===== config.mk =====
export PLATFORM = sky130hd
export DESIGN_NAME = tpwm_channel
export DESIGN_NICKNAME = d
export VERILOG_FILES = /design/src/tpwm_channel.v
export VERILOG_INCLUDE_DIRS = /design/src
export SDC_FILE = /design/constraint.sdc
export NUM_CORES = 1
export LEC_CHECK = 0
export ABC_AREA = 1
export BUFFER_PORTS_ARGS = -buffer_cell sky130_fd_sc_hd__buf_4
export CELL_PAD_IN_SITES_DETAIL_PLACEMENT = 2
export CELL_PAD_IN_SITES_GLOBAL_PLACEMENT = 2
export CORE_UTILIZATION = 33
export DETAILED_ROUTE_END_ITERATION = 12
export HOLD_SLACK_MARGIN = 0.03
export PLACE_DENSITY_LB_ADDON = 0.1
export RECOVER_POWER = 50
export SLEW_MARGIN = 5
export SYNTH_ARGS = -nofsm -noshare
export SYNTH_HDL_FRONTEND = slang
export SYNTH_SLANG_ARGS = --single-unit
export TNS_END_PERCENT = 50

===== constraint.sdc =====
create_clock -name core_clk -period 3 [get_ports core_clk]
set_input_delay 0.3 -clock core_clk [delete_from_list [all_inputs] [get_ports core_clk]]
set_output_delay 0.3 -clock core_clk [all_outputs]
set_load 0.1 [all_outputs]

===== src/tpwm_defs.vh =====
/*
  constants for the timer based pwm channel: widths, reset values, prescale codes.
  assumes inclusion by the pwm channel module only.
*/
`ifndef TPWM_DEFS_VH
`define TPWM_DEFS_VH

`define TPWM_DUTY_W        10
`define TPWM_HIGH_W        8
`define TPWM_LOW_W         8
`define TPWM_LOW_MSB       7
`define TPWM_LOW_LSB       6
`define TPWM_QUARTER_W     2
`define TPWM_PRE_W         2
`define TPWM_PRE_CNT_W     6
`define TPWM_PRE_1         2'h0
`define TPWM_PRE_4         2'h1
`define TPWM_PRE_16        2'h2
`define TPWM_PRE_64        2'h3
`define TPWM_PRE_LAST_1    6'h00
`define TPWM_PRE_LAST_4    6'h03
`define TPWM_PRE_LAST_16   6'h0F
`define TPWM_PRE_LAST_64   6'h3F
`define TPWM_QUARTER_LAST  2'h3
`define TPWM_RST_DUTY_HIGH 8'h00
`define TPWM_RST_DUTY_LOW  8'h00
`define TPWM_RST_PERIOD    8'hFF
`define TPWM_RST_INVERT    1'h0
`define TPWM_RST_PRE_CNT   6'h00
`define TPWM_RST_QUARTER   2'h0
`define TPWM_RST_COUNT     8'h00
`define TPWM_RST_MATCH     1'h0
`define TPWM_RST_DUTY_BUF  10'h000
`define TPWM_RST_ACTIVE    1'h0

`endif


===== src/tpwm_channel.v =====
/*
  timer based pwm channel: 8-bit timebase with 2-bit fine count, shared period,
  double buffered 10-bit duty, polarity invert.
  assumes configuration inputs come from logic on core_clk; the pin direction is
  handled outside by software.
*/
`timescale 1ns/1ps
`include "tpwm_defs.vh"

// Functional notes
// output duty has ten bit resolution
// period shared, duty per channel
// postscaler never affects the waveform
// output active when timer clears
// output inactive when count equals duty
// duty at or above period: always active (code holds it active once the duty high byte reaches the period limit)
// duty registers buffered, reloaded at period match
// software writes both halves before match
// invert bit inverts the output
// period is (limit+1)*4*tosc*prescale
// after match: clear, set output, load buffers
// duty is high byte then low bits 7:6
// duty writes any time, waveform undisturbed
// pulse width is duty*tosc*prescale
// software clears pin direction for output
// fine count from oscillator through prescaler
// reset clears duty, buffers and invert (invert is an input and is not cleared; reset sets pwm_out_q to 0)
module tpwm_channel (
  input  wire                        core_clk,
  input  wire                        rst_b,
  input  wire [`TPWM_PRE_W-1:0]      prescale_sel,
  input  wire [`TPWM_HIGH_W-1:0]     period_limit_reg,
  input  wire                        duty_high_we,
  input  wire [`TPWM_HIGH_W-1:0]     duty_high_wdata,
  input  wire                        duty_low_we,
  input  wire [`TPWM_LOW_W-1:0]      duty_low_wdata,
  input  wire                        output_invert,
  output reg                         pwm_out_q,
  output reg  [`TPWM_HIGH_W-1:0]     timebase_count_q,
  output reg  [`TPWM_HIGH_W-1:0]     duty_high_reg_q,
  output reg  [`TPWM_LOW_W-1:0]      duty_low_reg_q,
  output reg                         period_match_q
);

  // ----------------------------------------------------------------
  // prescale terminal count
  // ----------------------------------------------------------------
  function [`TPWM_PRE_CNT_W-1:0] pre_last;
    input [`TPWM_PRE_W-1:0] sel;
    begin
      case (sel)
        `TPWM_PRE_1:  pre_last = `TPWM_PRE_LAST_1;
        `TPWM_PRE_4:  pre_last = `TPWM_PRE_LAST_4;
        `TPWM_PRE_16: pre_last = `TPWM_PRE_LAST_16;
        default:      pre_last = `TPWM_PRE_LAST_64;
      endcase
    end
  endfunction

  // ----------------------------------------------------------------
  // duty value assembly
  // ----------------------------------------------------------------
  function [`TPWM_DUTY_W-1:0] duty_join;
    input [`TPWM_HIGH_W-1:0]  high_byte;
    input [`TPWM_LOW_W-1:0]   low_byte;
    begin
      duty_join = {high_byte, low_byte[`TPWM_LOW_MSB:`TPWM_LOW_LSB]};
    end
  endfunction

  // ----------------------------------------------------------------
  // clear point: next fine count meets a duty whose high byte is below the period limit
  // ----------------------------------------------------------------
  function clear_due;
    input [`TPWM_DUTY_W-1:0]  next_fine;
    input [`TPWM_DUTY_W-1:0]  duty;
    input [`TPWM_HIGH_W-1:0]  limit;
    begin
      clear_due = (next_fine == duty) &&
                  (duty[`TPWM_DUTY_W-1:`TPWM_QUARTER_W] < limit);
    end
  endfunction

  // ----------------------------------------------------------------
  // state and next values
  // ----------------------------------------------------------------
  reg  [`TPWM_PRE_CNT_W-1:0]  pre_cnt_q;
  reg  [`TPWM_PRE_CNT_W-1:0]  pre_cnt_d;
  reg  [`TPWM_QUARTER_W-1:0]  quarter_q;
  reg  [`TPWM_QUARTER_W-1:0]  quarter_d;
  reg  [`TPWM_HIGH_W-1:0]     timebase_count_d;
  reg                         period_match_d;
  reg  [`TPWM_HIGH_W-1:0]     duty_high_reg_d;
  reg  [`TPWM_LOW_W-1:0]      duty_low_reg_d;
  reg  [`TPWM_DUTY_W-1:0]     duty_buf_q;
  reg  [`TPWM_DUTY_W-1:0]     duty_buf_d;
  reg                         active_q;
  reg                         active_d;
  reg                         pwm_out_d;
  wire                        pre_tick;
  wire                        incr;
  wire                        at_limit;
  wire                        wrap;
  wire [`TPWM_DUTY_W-1:0]     fine_count;
  wire [`TPWM_DUTY_W-1:0]     fine_next;
  wire [`TPWM_DUTY_W-1:0]     new_duty;

  // ----------------------------------------------------------------
  // count decode
  // ----------------------------------------------------------------
  assign pre_tick   = (pre_cnt_q == pre_last(prescale_sel));
  assign incr       = pre_tick && (quarter_q == `TPWM_QUARTER_LAST);
  assign at_limit   = (timebase_count_q == period_limit_reg);
  assign wrap       = incr && at_limit;
  assign fine_count = {timebase_count_q, quarter_q};
  assign fine_next  = fine_count + 10'h001;
  assign new_duty   = duty_join(duty_high_reg_q, duty_low_reg_q);

  // ----------------------------------------------------------------
  // prescaler next value
  // ----------------------------------------------------------------
  always @* begin
    pre_cnt_d = pre_cnt_q + 6'h01;
    quarter_d = quarter_q;
    if (pre_tick) begin
      pre_cnt_d = `TPWM_RST_PRE_CNT;
      quarter_d = quarter_q + 2'h1;
    end
  end

  // ----------------------------------------------------------------
  // timebase next value
  // ----------------------------------------------------------------
  always @* begin
    timebase_count_d = timebase_count_q;
    period_match_d   = wrap;
    if (incr) begin
      if (at_limit) begin
        timebase_count_d = `TPWM_RST_COUNT;
      end else begin
        timebase_count_d = timebase_count_q + 8'h01;
      end
    end
  end

  // ----------------------------------------------------------------
  // duty registers and buffer next values
  // ----------------------------------------------------------------
  always @* begin
    duty_high_reg_d = duty_high_reg_q;
    duty_low_reg_d  = duty_low_reg_q;
    duty_buf_d      = duty_buf_q;
    if (duty_high_we) begin
      duty_high_reg_d = duty_high_wdata;
    end
    if (duty_low_we) begin
      duty_low_reg_d = duty_low_wdata;
    end
    if (wrap) begin
      duty_buf_d = new_duty;
    end
  end

  // ----------------------------------------------------------------
  // output compare
  // ----------------------------------------------------------------
  always @* begin
    active_d = active_q;
    if (wrap) begin
      active_d = (new_duty != 10'h000);
    end else if (pre_tick && clear_due(fine_next, duty_buf_q, period_limit_reg)) begin
      active_d = 1'h0;
    end
  end

  // ----------------------------------------------------------------
  // output polarity
  // ----------------------------------------------------------------
  always @* begin
    pwm_out_d = active_d ^ output_invert;
  end

  // ----------------------------------------------------------------
  // timebase registers
  // ----------------------------------------------------------------
  always @(posedge core_clk or negedge rst_b) begin
    if (!rst_b) begin
      pre_cnt_q        <= `TPWM_RST_PRE_CNT;
      quarter_q        <= `TPWM_RST_QUARTER;
      timebase_count_q <= `TPWM_RST_COUNT;
      period_match_q   <= `TPWM_RST_MATCH;
    end else begin
      pre_cnt_q        <= pre_cnt_d;
      quarter_q        <= quarter_d;
      timebase_count_q <= timebase_count_d;
      period_match_q   <= period_match_d;
    end
  end

  // ----------------------------------------------------------------
  // duty registers
  // ----------------------------------------------------------------
  always @(posedge core_clk or negedge rst_b) begin
    if (!rst_b) begin
      duty_high_reg_q <= `TPWM_RST_DUTY_HIGH;
      duty_low_reg_q  <= `TPWM_RST_DUTY_LOW;
      duty_buf_q      <= `TPWM_RST_DUTY_BUF;
    end else begin
      duty_high_reg_q <= duty_high_reg_d;
      duty_low_reg_q  <= duty_low_reg_d;
      duty_buf_q      <= duty_buf_d;
    end
  end

  // ----------------------------------------------------------------
  // output registers
  // ----------------------------------------------------------------
  always @(posedge core_clk or negedge rst_b) begin
    if (!rst_b) begin
      active_q  <= `TPWM_RST_ACTIVE;
      pwm_out_q <= `TPWM_RST_INVERT;
    end else begin
      active_q  <= active_d;
      pwm_out_q <= pwm_out_d;
    end
  end

endmodule // tpwm_channel


==> impl_metrics.tcl, run 1 <==
set metrics [dict create \
    outcome "finished clean" \
    postSynth.asyncResetShare_pct 100.0 \
    timing.reg2reg.setup_slack_ns 0.98 \
    placementRows 31 \
    final_skew_ns 0.004327 \
    fin_nets 427 \
    ys_seq_elements 45 \
    wire_per_inst_um 14.84 \
    clock.fmax_mhz 496.0 \
    yosys_most_used_dff "dfrtp_1" \
    detail_route.wirelength_mm 7.214 \
    synth_fp_nets 368 \
    min_from "duty_high_wdata[0]" \
    tritoncts "built" \
    postLayoutSetupSlackWorst_ns 0.9841 \
    synth_cell_types 29 \
    hold_violation_count_in_the_final_report 0 \
    cts-buffers-inserted 5 \
    clk_root_buffer_cell "clkbuf_8" \
    cp-startpoint "timebase_count_q[0]$_DFFE_PN0N_" \
    routed_via_density 4.741 \
    synth_area_um2 2554 \
    timing.final.crit_share_pct 67.20 \
    wl_met1_mm 3.380 \
    grt_util_all_layers_pct 19.11 \
    power_density_nw_per_um2 572.0 \
    antenna_found_initial 0 \
    timing.final.setup_violations 0 \
    met3_wl_um 213 \
    dr_total_vias 2304 \
    worst_hold_path_type "primary input to register" \
    dieArea_um2 8095 \
    vdd_drop_max_mv 0.3086 \
    synth.cells.most_frequent "nand2_1 (101), inv_1 (53), dfrtp_1 (45), nor2_1 (21), o21ai_0 (15)" \
    detailed_place_hpwl_mm 5.772 \
    drt_iter0_drc 65 \
    ctsLongestPathBuffers 2 \
    y_dimension_of_the_die_um 89.97 \
    synth.largest_area_cell "dfrtp_1" \
    post-synth-top-count-cell "nand2_1" \
    synth_area_per_cell_um2 7.809 \
    area_delta_synth_final_pct 25.09 \
    grt_first_pass_wirelength_mm 12.15 \
    timing.final.max_slew_violations 0 \
    final_cell_count_no_fill 486 \
    critPathCaptureType "register" \
    worst-setup-path-type "register to register" \
    grt_setup_unrepaired "false" \
    synth_edf_count 0 \
    input_output_buffers 56 \
    final_layout_size_suffix_gt1_share_pct 20.67 \
    pre_cts_slack_ns 0.9549 \
    detail_route.first_pass.iterations 4 \
    design.core.area_um2 7370 \
    gp_congestion 0.7943 \
    io-pin-count 57 \
    clock_insertion_delay_worst_skew_ns 0.31 \
    timing.critical_path.required_ns 3.20 \
    critical_path_source_type "register" \
    largest_net_degree_at_the_start_of_global_routing 46 \
    grt-ovfl-total 0 \
    crit_arrival_ns 2.22 \
    tritoncts_num_sinks 45 \
    max_slew.worst_pin.slew_ns 1.161 \
    highest-signal-layer "met4" \
    drt.antenna.violating_nets 0 \
    ys_seq_area_share_pct 44.10 \
    die_w_um 89.97 \
    max-slew-margin-rel_pct 22.61 \
    synth.top_cell.area_share_pct 44.10 \
    final_design_area_no_fill_um2 3194 \
    setup_tns_ns 0 \
    ys_warnings 0 \
    path_max_fanout 25 \
    cts.htree.levels 2 \
    antenna_cells 0 \
    numPlacedInstances 477 \
    wl_met2_mm 3.532 \
    detail_route.drc_violations 0 \
    post-cts-setup-buffer-count 0 \
    crit-reg2reg-launch "timebase_count_q[0]$_DFFE_PN0N_" \
    fin_crit_ns 2.016 \
    synth.top_cells.by_area "dfrtp_1 (44%), nand2_1 (15%), inv_1 (7.8%)" \
    first_global_vias 2485 \
    total_leakage_power_nw 1.701 \
    path_clk_slew_ns 0.09 \
    postSynthCellCount 327 \
    initial_utilization_pct 34.65 \
    placedInstanceArea_um2 3075 \
    drv_cap 0 \
]
## final cells by class
type	instances	area, µm²
Fill cell	873	4175
Multi-Input combinational cell	221	1190
Timing Repair Buffer	57	427.9
Sequential cell	45	1126
Clock inverter	2	38.79
Clock buffer	6	72.57
Tap cell	99	123.9
Inverter	56	215.2
## sequential cells by signal, summed over array words and instances (netlist names)
signal	flops
active_q	1
duty_buf_q	10
duty_high_reg_q	8
duty_low_reg_q	8
period_match_q	1
pre_cnt_q	6
pwm_out_q	1
quarter_q	2
timebase_count_q	8
## metrics by stage
step / total power [mW] / utilization (%) / hold WS [ns]
finish: 1.827 / 43.34 / 0.1943
CTS: 1.855 / 43.38 / 0.1885
global placement: 1.344 / 41.73 / 0.3540
floorplan: 1.183 / - / 0.004409
detailed placement: 1.364 / 41.73 / 0.3538
global route: 1.937 / 43.34 / 0.1892
## worst max-delay path, stage by stage, from the launching register on
cell,delay [ns]
dfrtp_1,0.54
inv_1,0.17
nand2_1,0.09
nand4_1,0.09
nor2_1,0.26
nand3_4,0.31
clkinv_4,0.15
nor2_1,0.06
nand2_2,0.08
nand2_2,0.05
nand2_1,0.07
nand2_1,0.05
## cells in the final DEF (no fill, tap or decap), drive strengths merged, types with 3 or more instances in the layout
master / synthesis / routed
xor2: 9 / 9
xnor2: 3 / 3
o21ai: 26 / 26
nand4: 6 / 6
mux2: 6 / 6
nand3: 15 / 15
a21oi: 11 / 11
dfrtp: 45 / 45
inv: 54 / 54
clkbuf: 2 / 7
nor2: 22 / 22
buf: 3 / 55
clkinv: 2 / 3
nand2: 104 / 104
ha: 10 / 10
## report_power, final
part | leakage (nW) | internal [mW] | switching [mW]
sequential | 0.540 | 0.677 | 0.0702
clock | 0.0554 | 0.251 | 0.228
combinational | 1.11 | 0.178 | 0.423
## routing by layer
layer,track usage [%],vias to the layer above
li1,-,1139
met1,24.02,1120
met2,33.59,39
met3,3.469,6
met4,5.242,0
met5,0,-
## final timing paths
path                            depth (start not counted)                              end
worst max-delay path                                   11              pwm_out_q$_DFF_PN0_
worst min-delay path                                    3   duty_high_reg_q[0]$_DFFE_PN0P_
worst max register to register                         11              pwm_out_q$_DFF_PN0_
worst min register to register                          1    duty_low_reg_q[2]$_DFFE_PN0P_
max in group asynchronous                               2  timebase_count_q[4]$_DFFE_PN0N_
min in group asynchronous                               2    duty_low_reg_q[3]$_DFFE_PN0P_
## repair_timing
action                                  CTS  global route
gates resized for setup                   0             0
endpoints found under the setup margin    0             0
hold buffers                              1             0
hold endpoints to repair                 45             0
## cells by family (layout without fill, tap and decap cells)
| family | Yosys count | after routing | synth area share (%) |
|---|---|---|---|
| buffers and inverters | 61 | 121 | 9.309 |
| multiplexers | 6 | 6 | 2.646 |
| AND/OR/NAND/NOR | 152 | 152 | 26.02 |
| flip-flops | 45 | 45 | 44.10 |
| AO/OA/AOI/OAI | 41 | 41 | 8.918 |
| XOR/XNOR | 12 | 12 | 4.116 |
| adder cells (fa/ha/maj) | 10 | 10 | 4.900 |
No activity file was read; power rests on OpenSTA's default activity.
==> inputs of run 2 (changes only) <==
--- a/config.mk
+++ b/config.mk
@@ -10,7 +10,7 @@
 export BUFFER_PORTS_ARGS = -buffer_cell sky130_fd_sc_hd__buf_4
 export CELL_PAD_IN_SITES_DETAIL_PLACEMENT = 2
 export CELL_PAD_IN_SITES_GLOBAL_PLACEMENT = 2
-export CORE_UTILIZATION = 33
+export CORE_UTILIZATION = 28
 export DETAILED_ROUTE_END_ITERATION = 12
 export HOLD_SLACK_MARGIN = 0.03
 export PLACE_DENSITY_LB_ADDON = 0.1
==> constraint.sdc (replaced) <==
create_clock -name core_clk -period 1.8 [get_ports core_clk]
set_input_delay 0.18 -clock core_clk [delete_from_list [all_inputs] [get_ports core_clk]]
set_output_delay 0.18 -clock core_clk [all_outputs]
set_load 0.1 [all_outputs]
==> run 2 against run 1 <==
Critical path depth rose by 2. Via count grew 3.0%. Maximum frequency increased by 15%. Global-route usage fell by 2.7 points. Worst hold slack lost 0.12 ns. Highest routed layer unchanged.
==> impl_metrics.tcl, run 2 (same netlist as run 1, synthesis figures left out) <==
set metrics [dict create \
    detailed_place_hpwl_mm 5.863 \
    most_common_cell_after_layout_fill_and_taps_aside "nand2_1" \
    multiInputGateArea_um2 1266 \
    vdd_drop_max_mv 0.3391 \
    placementRows 34 \
    p_total_mw 3.072 \
    routed_via_density 4.644 \
    timing.final.setup_violations 0 \
    cts.htree.levels 2 \
    crit_arrival_ns 1.95 \
    timing.critical_path.max_delay_family "simple AND/OR/NAND/NOR gates" \
    detail_route.drc_violations 0 \
    detail_route.first_pass.iterations 4 \
    number_of_flip_flops_under_the_largest_register_name 10 \
    fin_nets 443 \
    tritoncts_num_sinks 45 \
    hold_violation_count_in_the_final_report 0 \
    die_w_um 97.50 \
    timing.critical_path.slowest_stage_cell "dfrtp_4" \
    rr_worst_depth 13 \
    setup_tns_ns 0 \
    drt.antenna.violating_nets 0 \
    r2r-end "pwm_out_q$_DFF_PN0_" \
    detail_route.wirelength_mm 7.434 \
    area_delta_synth_final_pct 33.22 \
    timing.reg2reg.setup_slack_ns 0.05 \
    first_global_vias 2501 \
    gp_congestion 0.7387 \
    final_skew_ns 0.007677 \
    critPathCaptureType "register" \
    grt_first_pass_wirelength_mm 12.41 \
    registers.top_by_ff_count "duty_buf_q" \
    antenna_cells 0 \
    cts-buffers-inserted 5 \
    critical_path_source_type "register" \
    postLayoutSetupSlackWorst_ns 0.05393 \
    total_leakage_power_nw 1.765 \
    timing.hold.worst_endpoint "duty_high_reg_q[2]$_DFFE_PN0P_" \
    initial_utilization_pct 29.14 \
    io-pin-count 57 \
    clock_insertion_delay_worst_skew_ns 0.31 \
    drv_cap 0 \
    layout.cells.most_common_list "nand2_1 (100), buf_4 (70), inv_1 (51)" \
    timing.critical_path.required_ns 2.00 \
    grt-ovfl-total 0 \
    path_max_fanout 6 \
    max-slew-margin-rel_pct 22.01 \
    input_output_buffers 56 \
    path_clk_slew_ns 0.10 \
    clk_root_buffer_cell "clkbuf_8" \
    power_density_nw_per_um2 903.0 \
    tritoncts "built" \
    critical_path.cell_chain "ha_4, nand2_4, inv_1, nand3_1, nand2_1, nor2_2, nand3_1, nor2_1, nand3_1, nand2_2, nand2_2, nand2_1, nand2_1" \
    timing.final.max_slew_violations 0 \
    worstHoldPathCells 3 \
    outcome "finished clean" \
    design.core.area_um2 8763 \
    worst_hold_path_type "primary input to register" \
    fin_crit_ns 1.746 \
    pre_cts_slack_ns -0.02214 \
    worst-setup-path-type "register to register" \
    grt_util_all_layers_pct 16.44 \
    final.fill_count 1033 \
    crit-reg2reg-launch "timebase_count_q[0]$_DFFE_PN0N_" \
    largest_net_degree_at_the_start_of_global_routing 46 \
    cp-startpoint "timebase_count_q[0]$_DFFE_PN0N_" \
    wire_per_inst_um 14.55 \
    dr_total_vias 2373 \
    final_layout_size_suffix_gt1_share_pct 30.02 \
    grt_setup_unrepaired "true" \
    ctsLongestPathBuffers 2 \
    max_slew.worst_pin.slew_ns 1.170 \
    dieArea_um2 9506 \
    drt_iter0_drc 61 \
    clock.fmax_mhz 572.7 \
    y_dimension_of_the_die_um 97.50 \
    timing.final.crit_share_pct 97.00 \
    critPathMaxStageDelay_ns 0.54 \
    antenna_found_initial 0 \
    critical_path_buf_inv_count 1 \
    min_from "duty_high_wdata[2]" \
    register_area_um2 1141 \
]
-- run 2: what timing repair did --
item | in CTS | in global routing
hold endpoints to repair | 45 | 0
setup buffers | 3 | 4
gates resized for setup | 8 | 11
endpoints found under the setup margin | 1 | 13
pin swaps | 2 | 6
hold buffers | 1 | 0
-- run 2: final cells by class --
cell class                 instances  share of cell area [%]
clock buffer                       5                   2.023
sequential                        45                   33.54
inverter                          56                   6.399
tap                              108                   3.972
clock inverter                     3                  0.6252
multi-input combinational        221                   37.22
timing repair buffer              73                   16.22
-- run 2: per-stage QoR --
step / hold WS, ns / utilization, % / instances / area (µm²)
6_report: 0.07445 / 38.82 / 511 / 3402
5_1_grt: 0.06666 / 38.82 / 511 / 3402
4_1_cts: 0.06965 / 38.18 / 507 / 3346
3_5_place_dp: 0.2441 / 36.31 / 495 / 3182
3_3_place_gp: 0.2452 / 36.31 / 495 / 3182
2_1_floorplan: -0.1156 / - / 327 / 2584
-- run 2: how the worst max path moves through the flow --
stage	cells after the start	endpoint	slack [ns]
final	13	pwm_out_q$_DFF_PN0_	0.05
after global placement	12	pwm_out_q$_DFF_PN0_	0.05
after floorplan	11	pwm_out_q$_DFF_PN0_	0.02
after global routing	13	pwm_out_q$_DFF_PN0_	-0.1
after CTS	13	pwm_out_q$_DFF_PN0_	0.01
after detailed placement	14	pwm_out_q$_DFF_PN0_	-0.02
-- run 2: where the power goes --
part           internal, mW  leakage, nW  switching, mW
Combinational         0.400         1.18          0.751
Sequential             1.13        0.536          0.112
Clock                 0.277       0.0445          0.401
Total                  1.81         1.76           1.26
-- run 2: worst reg2reg max path, cell delays in order (launching register included) --
cell and delay, ns:
dfrtp_4 0.54, ha_4 0.19, nand2_4 0.07, inv_1 0.05, nand3_1 0.06, nand2_1 0.07, nor2_2 0.10, nand3_1 0.07
nor2_1 0.11, nand3_1 0.12, nand2_2 0.11, nand2_2 0.05, nand2_1 0.07, nand2_1 0.04
-- run 2: per-layer routing --
| layer | track usage, % | vias up | share of wire [%] |
|---|---|---|---|
| met5 | 0 | - | 0 |
| met4 | 3.733 | 0 | 0.79 |
| met3 | 4.173 | 5 | 4.7 |
| met2 | 27.22 | 46 | 48 |
| met1 | 21.52 | 1153 | 47 |
| li1 | - | 1169 | - |
==> inputs of run 3 (changes only) <==
--- a/config.mk
+++ b/config.mk
@@ -13,8 +13,9 @@
 export CORE_UTILIZATION = 28
 export DETAILED_ROUTE_END_ITERATION = 12
 export HOLD_SLACK_MARGIN = 0.03
-export PLACE_DENSITY_LB_ADDON = 0.1
+export PLACE_DENSITY = 0.77
 export RECOVER_POWER = 50
+export SKIP_LAST_GASP = 1
 export SLEW_MARGIN = 5
 export SYNTH_ARGS = -nofsm -noshare
 export SYNTH_HDL_FRONTEND = slang
==> run 3 against run 2 <==
Via count is 0.25% higher. Total power rose by 3.8%. Flip-flop and latch count is the same. Global-route usage is 1.2 points higher. Wire length increased by 5.2%. Clock-buffer cell count unchanged. Critical path depth fell by 3. Worst setup slack worse by 0.0051 ns. Critical path type unchanged.
==> impl_metrics.tcl, run 3 (same netlist as run 1, synthesis figures left out) <==
set metrics [dict create \
    detail_route.drc_violations 0 \
    worst-setup-path-type "register to register" \
    clock.fmax_mhz 571.0 \
    fin_nets 444 \
    grt_first_pass_wirelength_mm 13.27 \
    path_max_fanout 4 \
    initial_utilization_pct 29.14 \
    timing.critical_path.max_delay_family "simple AND/OR/NAND/NOR gates" \
    hold_violation_count_in_the_final_report 0 \
    wire_per_inst_um 15.27 \
    dieArea_um2 9506 \
    rr_worst_depth 10 \
    power.internal_mw 1.920 \
    outcome "finished clean" \
    timing.critical_path.required_ns 2.00 \
    drt_iter0_drc 35 \
    ctsLongestPathBuffers 2 \
    timing.reg2reg.setup_slack_ns 0.05 \
    total_leakage_power_nw 1.781 \
    cp_most_frequent_cell "nand2_1" \
    grt_setup_unrepaired "true" \
    critPathMaxStageDelay_ns 0.40 \
    placedInstanceArea_um2 3197 \
    layout.cells.most_common_list "nand2_1 (99), buf_4 (71), inv_1 (50)" \
    timing.critical_path.slowest_stage_cell "dfrtp_1" \
    detailed_place_hpwl_mm 6.111 \
    critical_path.cell_chain "nand2_1, inv_2, nand2_1, nand2_1, nand3_4, buf_4, buf_4, inv_1, a21oi_1, nor3_1" \
    final.fill_count 1027 \
    timing.final.crit_share_pct 97.29 \
    path_clk_slew_ns 0.10 \
    switch_pwr_mw 1.269 \
    clk_root_buffer_cell "clkbuf_8" \
    die_w_um 97.50 \
    drv_cap 0 \
    largest_net_degree_at_the_start_of_global_routing 46 \
    grt-ovfl-total 0 \
    power.switching_fraction_pct 39.79 \
    cts-buffers-inserted 5 \
    fin_crit_ns 1.751 \
    final_layout_size_suffix_gt1_share_pct 29.95 \
    cts.htree.levels 2 \
    registers.top_by_ff_count "duty_buf_q" \
    postLayoutCoreUtil_pct 38.99 \
    antenna_found_initial 0 \
    most_common_cell_after_layout_fill_and_taps_aside "nand2_1" \
    timing.final.max_slew_violations 0 \
    tritoncts_num_sinks 45 \
    drt.antenna.violating_nets 0 \
    detail_route.wirelength_mm 7.818 \
    vdd_drop_max_mv 0.4258 \
    y_dimension_of_the_die_um 97.50 \
    seq_power_share_pct 38.8 \
    design.core.area_um2 8763 \
    io-pin-count 57 \
    p_comb_share_pct 35.0 \
    tritoncts "built" \
    routed_via_density 4.646 \
    input_output_buffers 56 \
    final_design_area_no_fill_um2 3417 \
    critPathCaptureType "register" \
    clock_insertion_delay_worst_skew_ns 0.31 \
    placementRows 34 \
    gp_congestion 0.7930 \
    number_of_flip_flops_under_the_largest_register_name 10 \
    max_slew.worst_pin.slew_ns 1.183 \
    grt_util_all_layers_pct 17.63 \
    power_density_nw_per_um2 933.4 \
    worst_hold_path_type "primary input to register" \
    detail_route.first_pass.iterations 4 \
    worstHoldPathCells 3 \
    area_delta_synth_final_pct 33.81 \
    timing.final.setup_violations 0 \
    hold_slack_ns 0.07482 \
    first_global_vias 2659 \
    max-slew-margin-rel_pct 21.15 \
    final_skew_ns 0.009247 \
    critical_path_buf_inv_count 4 \
    dr_total_vias 2379 \
    clk_network_pwr_share_pct 26.2 \
    crit_arrival_ns 1.95 \
    worst-path-stages 10 \
    critical_path_source_type "register" \
    antenna_cells 0 \
]
-- run 3: changes by cell type in the layout (fill, tap and decap cells not counted), sizes merged --
| cell | delta |
|---|---|
| clkinvlp | -1 |
| buf | +1 |
| inv | +1 |
| bufinv | +1 |
| clkinv | -1 |
-- run 3: worst reg2reg max path, cell delays in order, from the launching register on --
cell,delay (ns)
dfrtp_1,0.40
nand2_1,0.10
inv_2,0.06
nand2_1,0.06
nand2_1,0.09
nand3_4,0.15
buf_4,0.19
buf_4,0.14
inv_1,0.11
a21oi_1,0.11
nor3_1,0.24
-- run 3: layout make-up --
| cell class | count | area (µm²) | share of cell area [%] |
|---|---|---|---|
| timing repair buffer | 74 | 568.0 | 16.62 |
| multi-input combinational | 221 | 1241 | 36.32 |
| tap | 108 | 135.1 | 3.955 |
| clock buffer | 5 | 68.82 | 2.014 |
| clock inverter | 3 | 47.55 | 1.391 |
| sequential | 45 | 1141 | 33.39 |
| inverter | 56 | 215.2 | 6.298 |
-- run 3: metal layers --
layer | wire, µm | vias up | track usage [%]
li1 | - | 1170 | -
met3 | 307 | 11 | 3.094
met2 | 3735 | 51 | 29.85
met1 | 3645 | 1147 | 22.70
met5 | 0 | - | 0
met4 | 129 | 0 | 5.656
-- run 3: timing repair --
action	CTS	global route
pin swaps	1	4
hold buffers	1	0
setup endpoints to repair	1	16
hold endpoints to repair	45	0
resized for setup	4	12
setup buffers	1	5
-- run 3: path summary, 6_finish.rpt --
check                                              start                              end
setup reg to reg                  pre_cnt_q[0]$_DFF_PN0_  timebase_count_q[2]$_DFFE_PN0N_
max in group asynchronous                          rst_b  timebase_count_q[0]$_DFFE_PN0N_
min in group asynchronous                          rst_b   duty_high_reg_q[5]$_DFFE_PN0P_
hold reg to reg            duty_low_reg_q[5]$_DFFE_PN0P_    duty_low_reg_q[5]$_DFFE_PN0P_
setup / recovery                  pre_cnt_q[0]$_DFF_PN0_  timebase_count_q[2]$_DFFE_PN0N_
hold / removal                         duty_low_wdata[7]    duty_low_reg_q[7]$_DFFE_PN0P_
-- run 3: power groups by stage --
| stage | logic, mW | registers (mW) | clock network, mW |
|---|---|---|---|
| 2_1_floorplan | 0.438 | 1.54 | 0 |
| 3_3_place_gp | 1.05 | 1.25 | 0 |
| 3_5_place_dp | 1.09 | 1.26 | 0 |
| 4_1_cts | 1.11 | 1.24 | 0.859 |
| 5_1_grt | 1.22 | 1.26 | 0.904 |
| 6_report | 1.12 | 1.24 | 0.835 |
-- run 3: through the flow --
step | cells | total power, mW | worst slack (ns) | setup TNS (ns)
after global routing | 512 | 3.382 | -0.1275 | -0.3360
after detailed placement | 497 | 2.346 | -0.01126 | -0.01126
after floorplan | 327 | 1.980 | 0.01649 | 0
final | 512 | 3.189 | 0.04880 | 0
after global placement | 497 | 2.302 | 0.07407 | 0
after CTS | 507 | 3.206 | -0.02209 | -0.02209
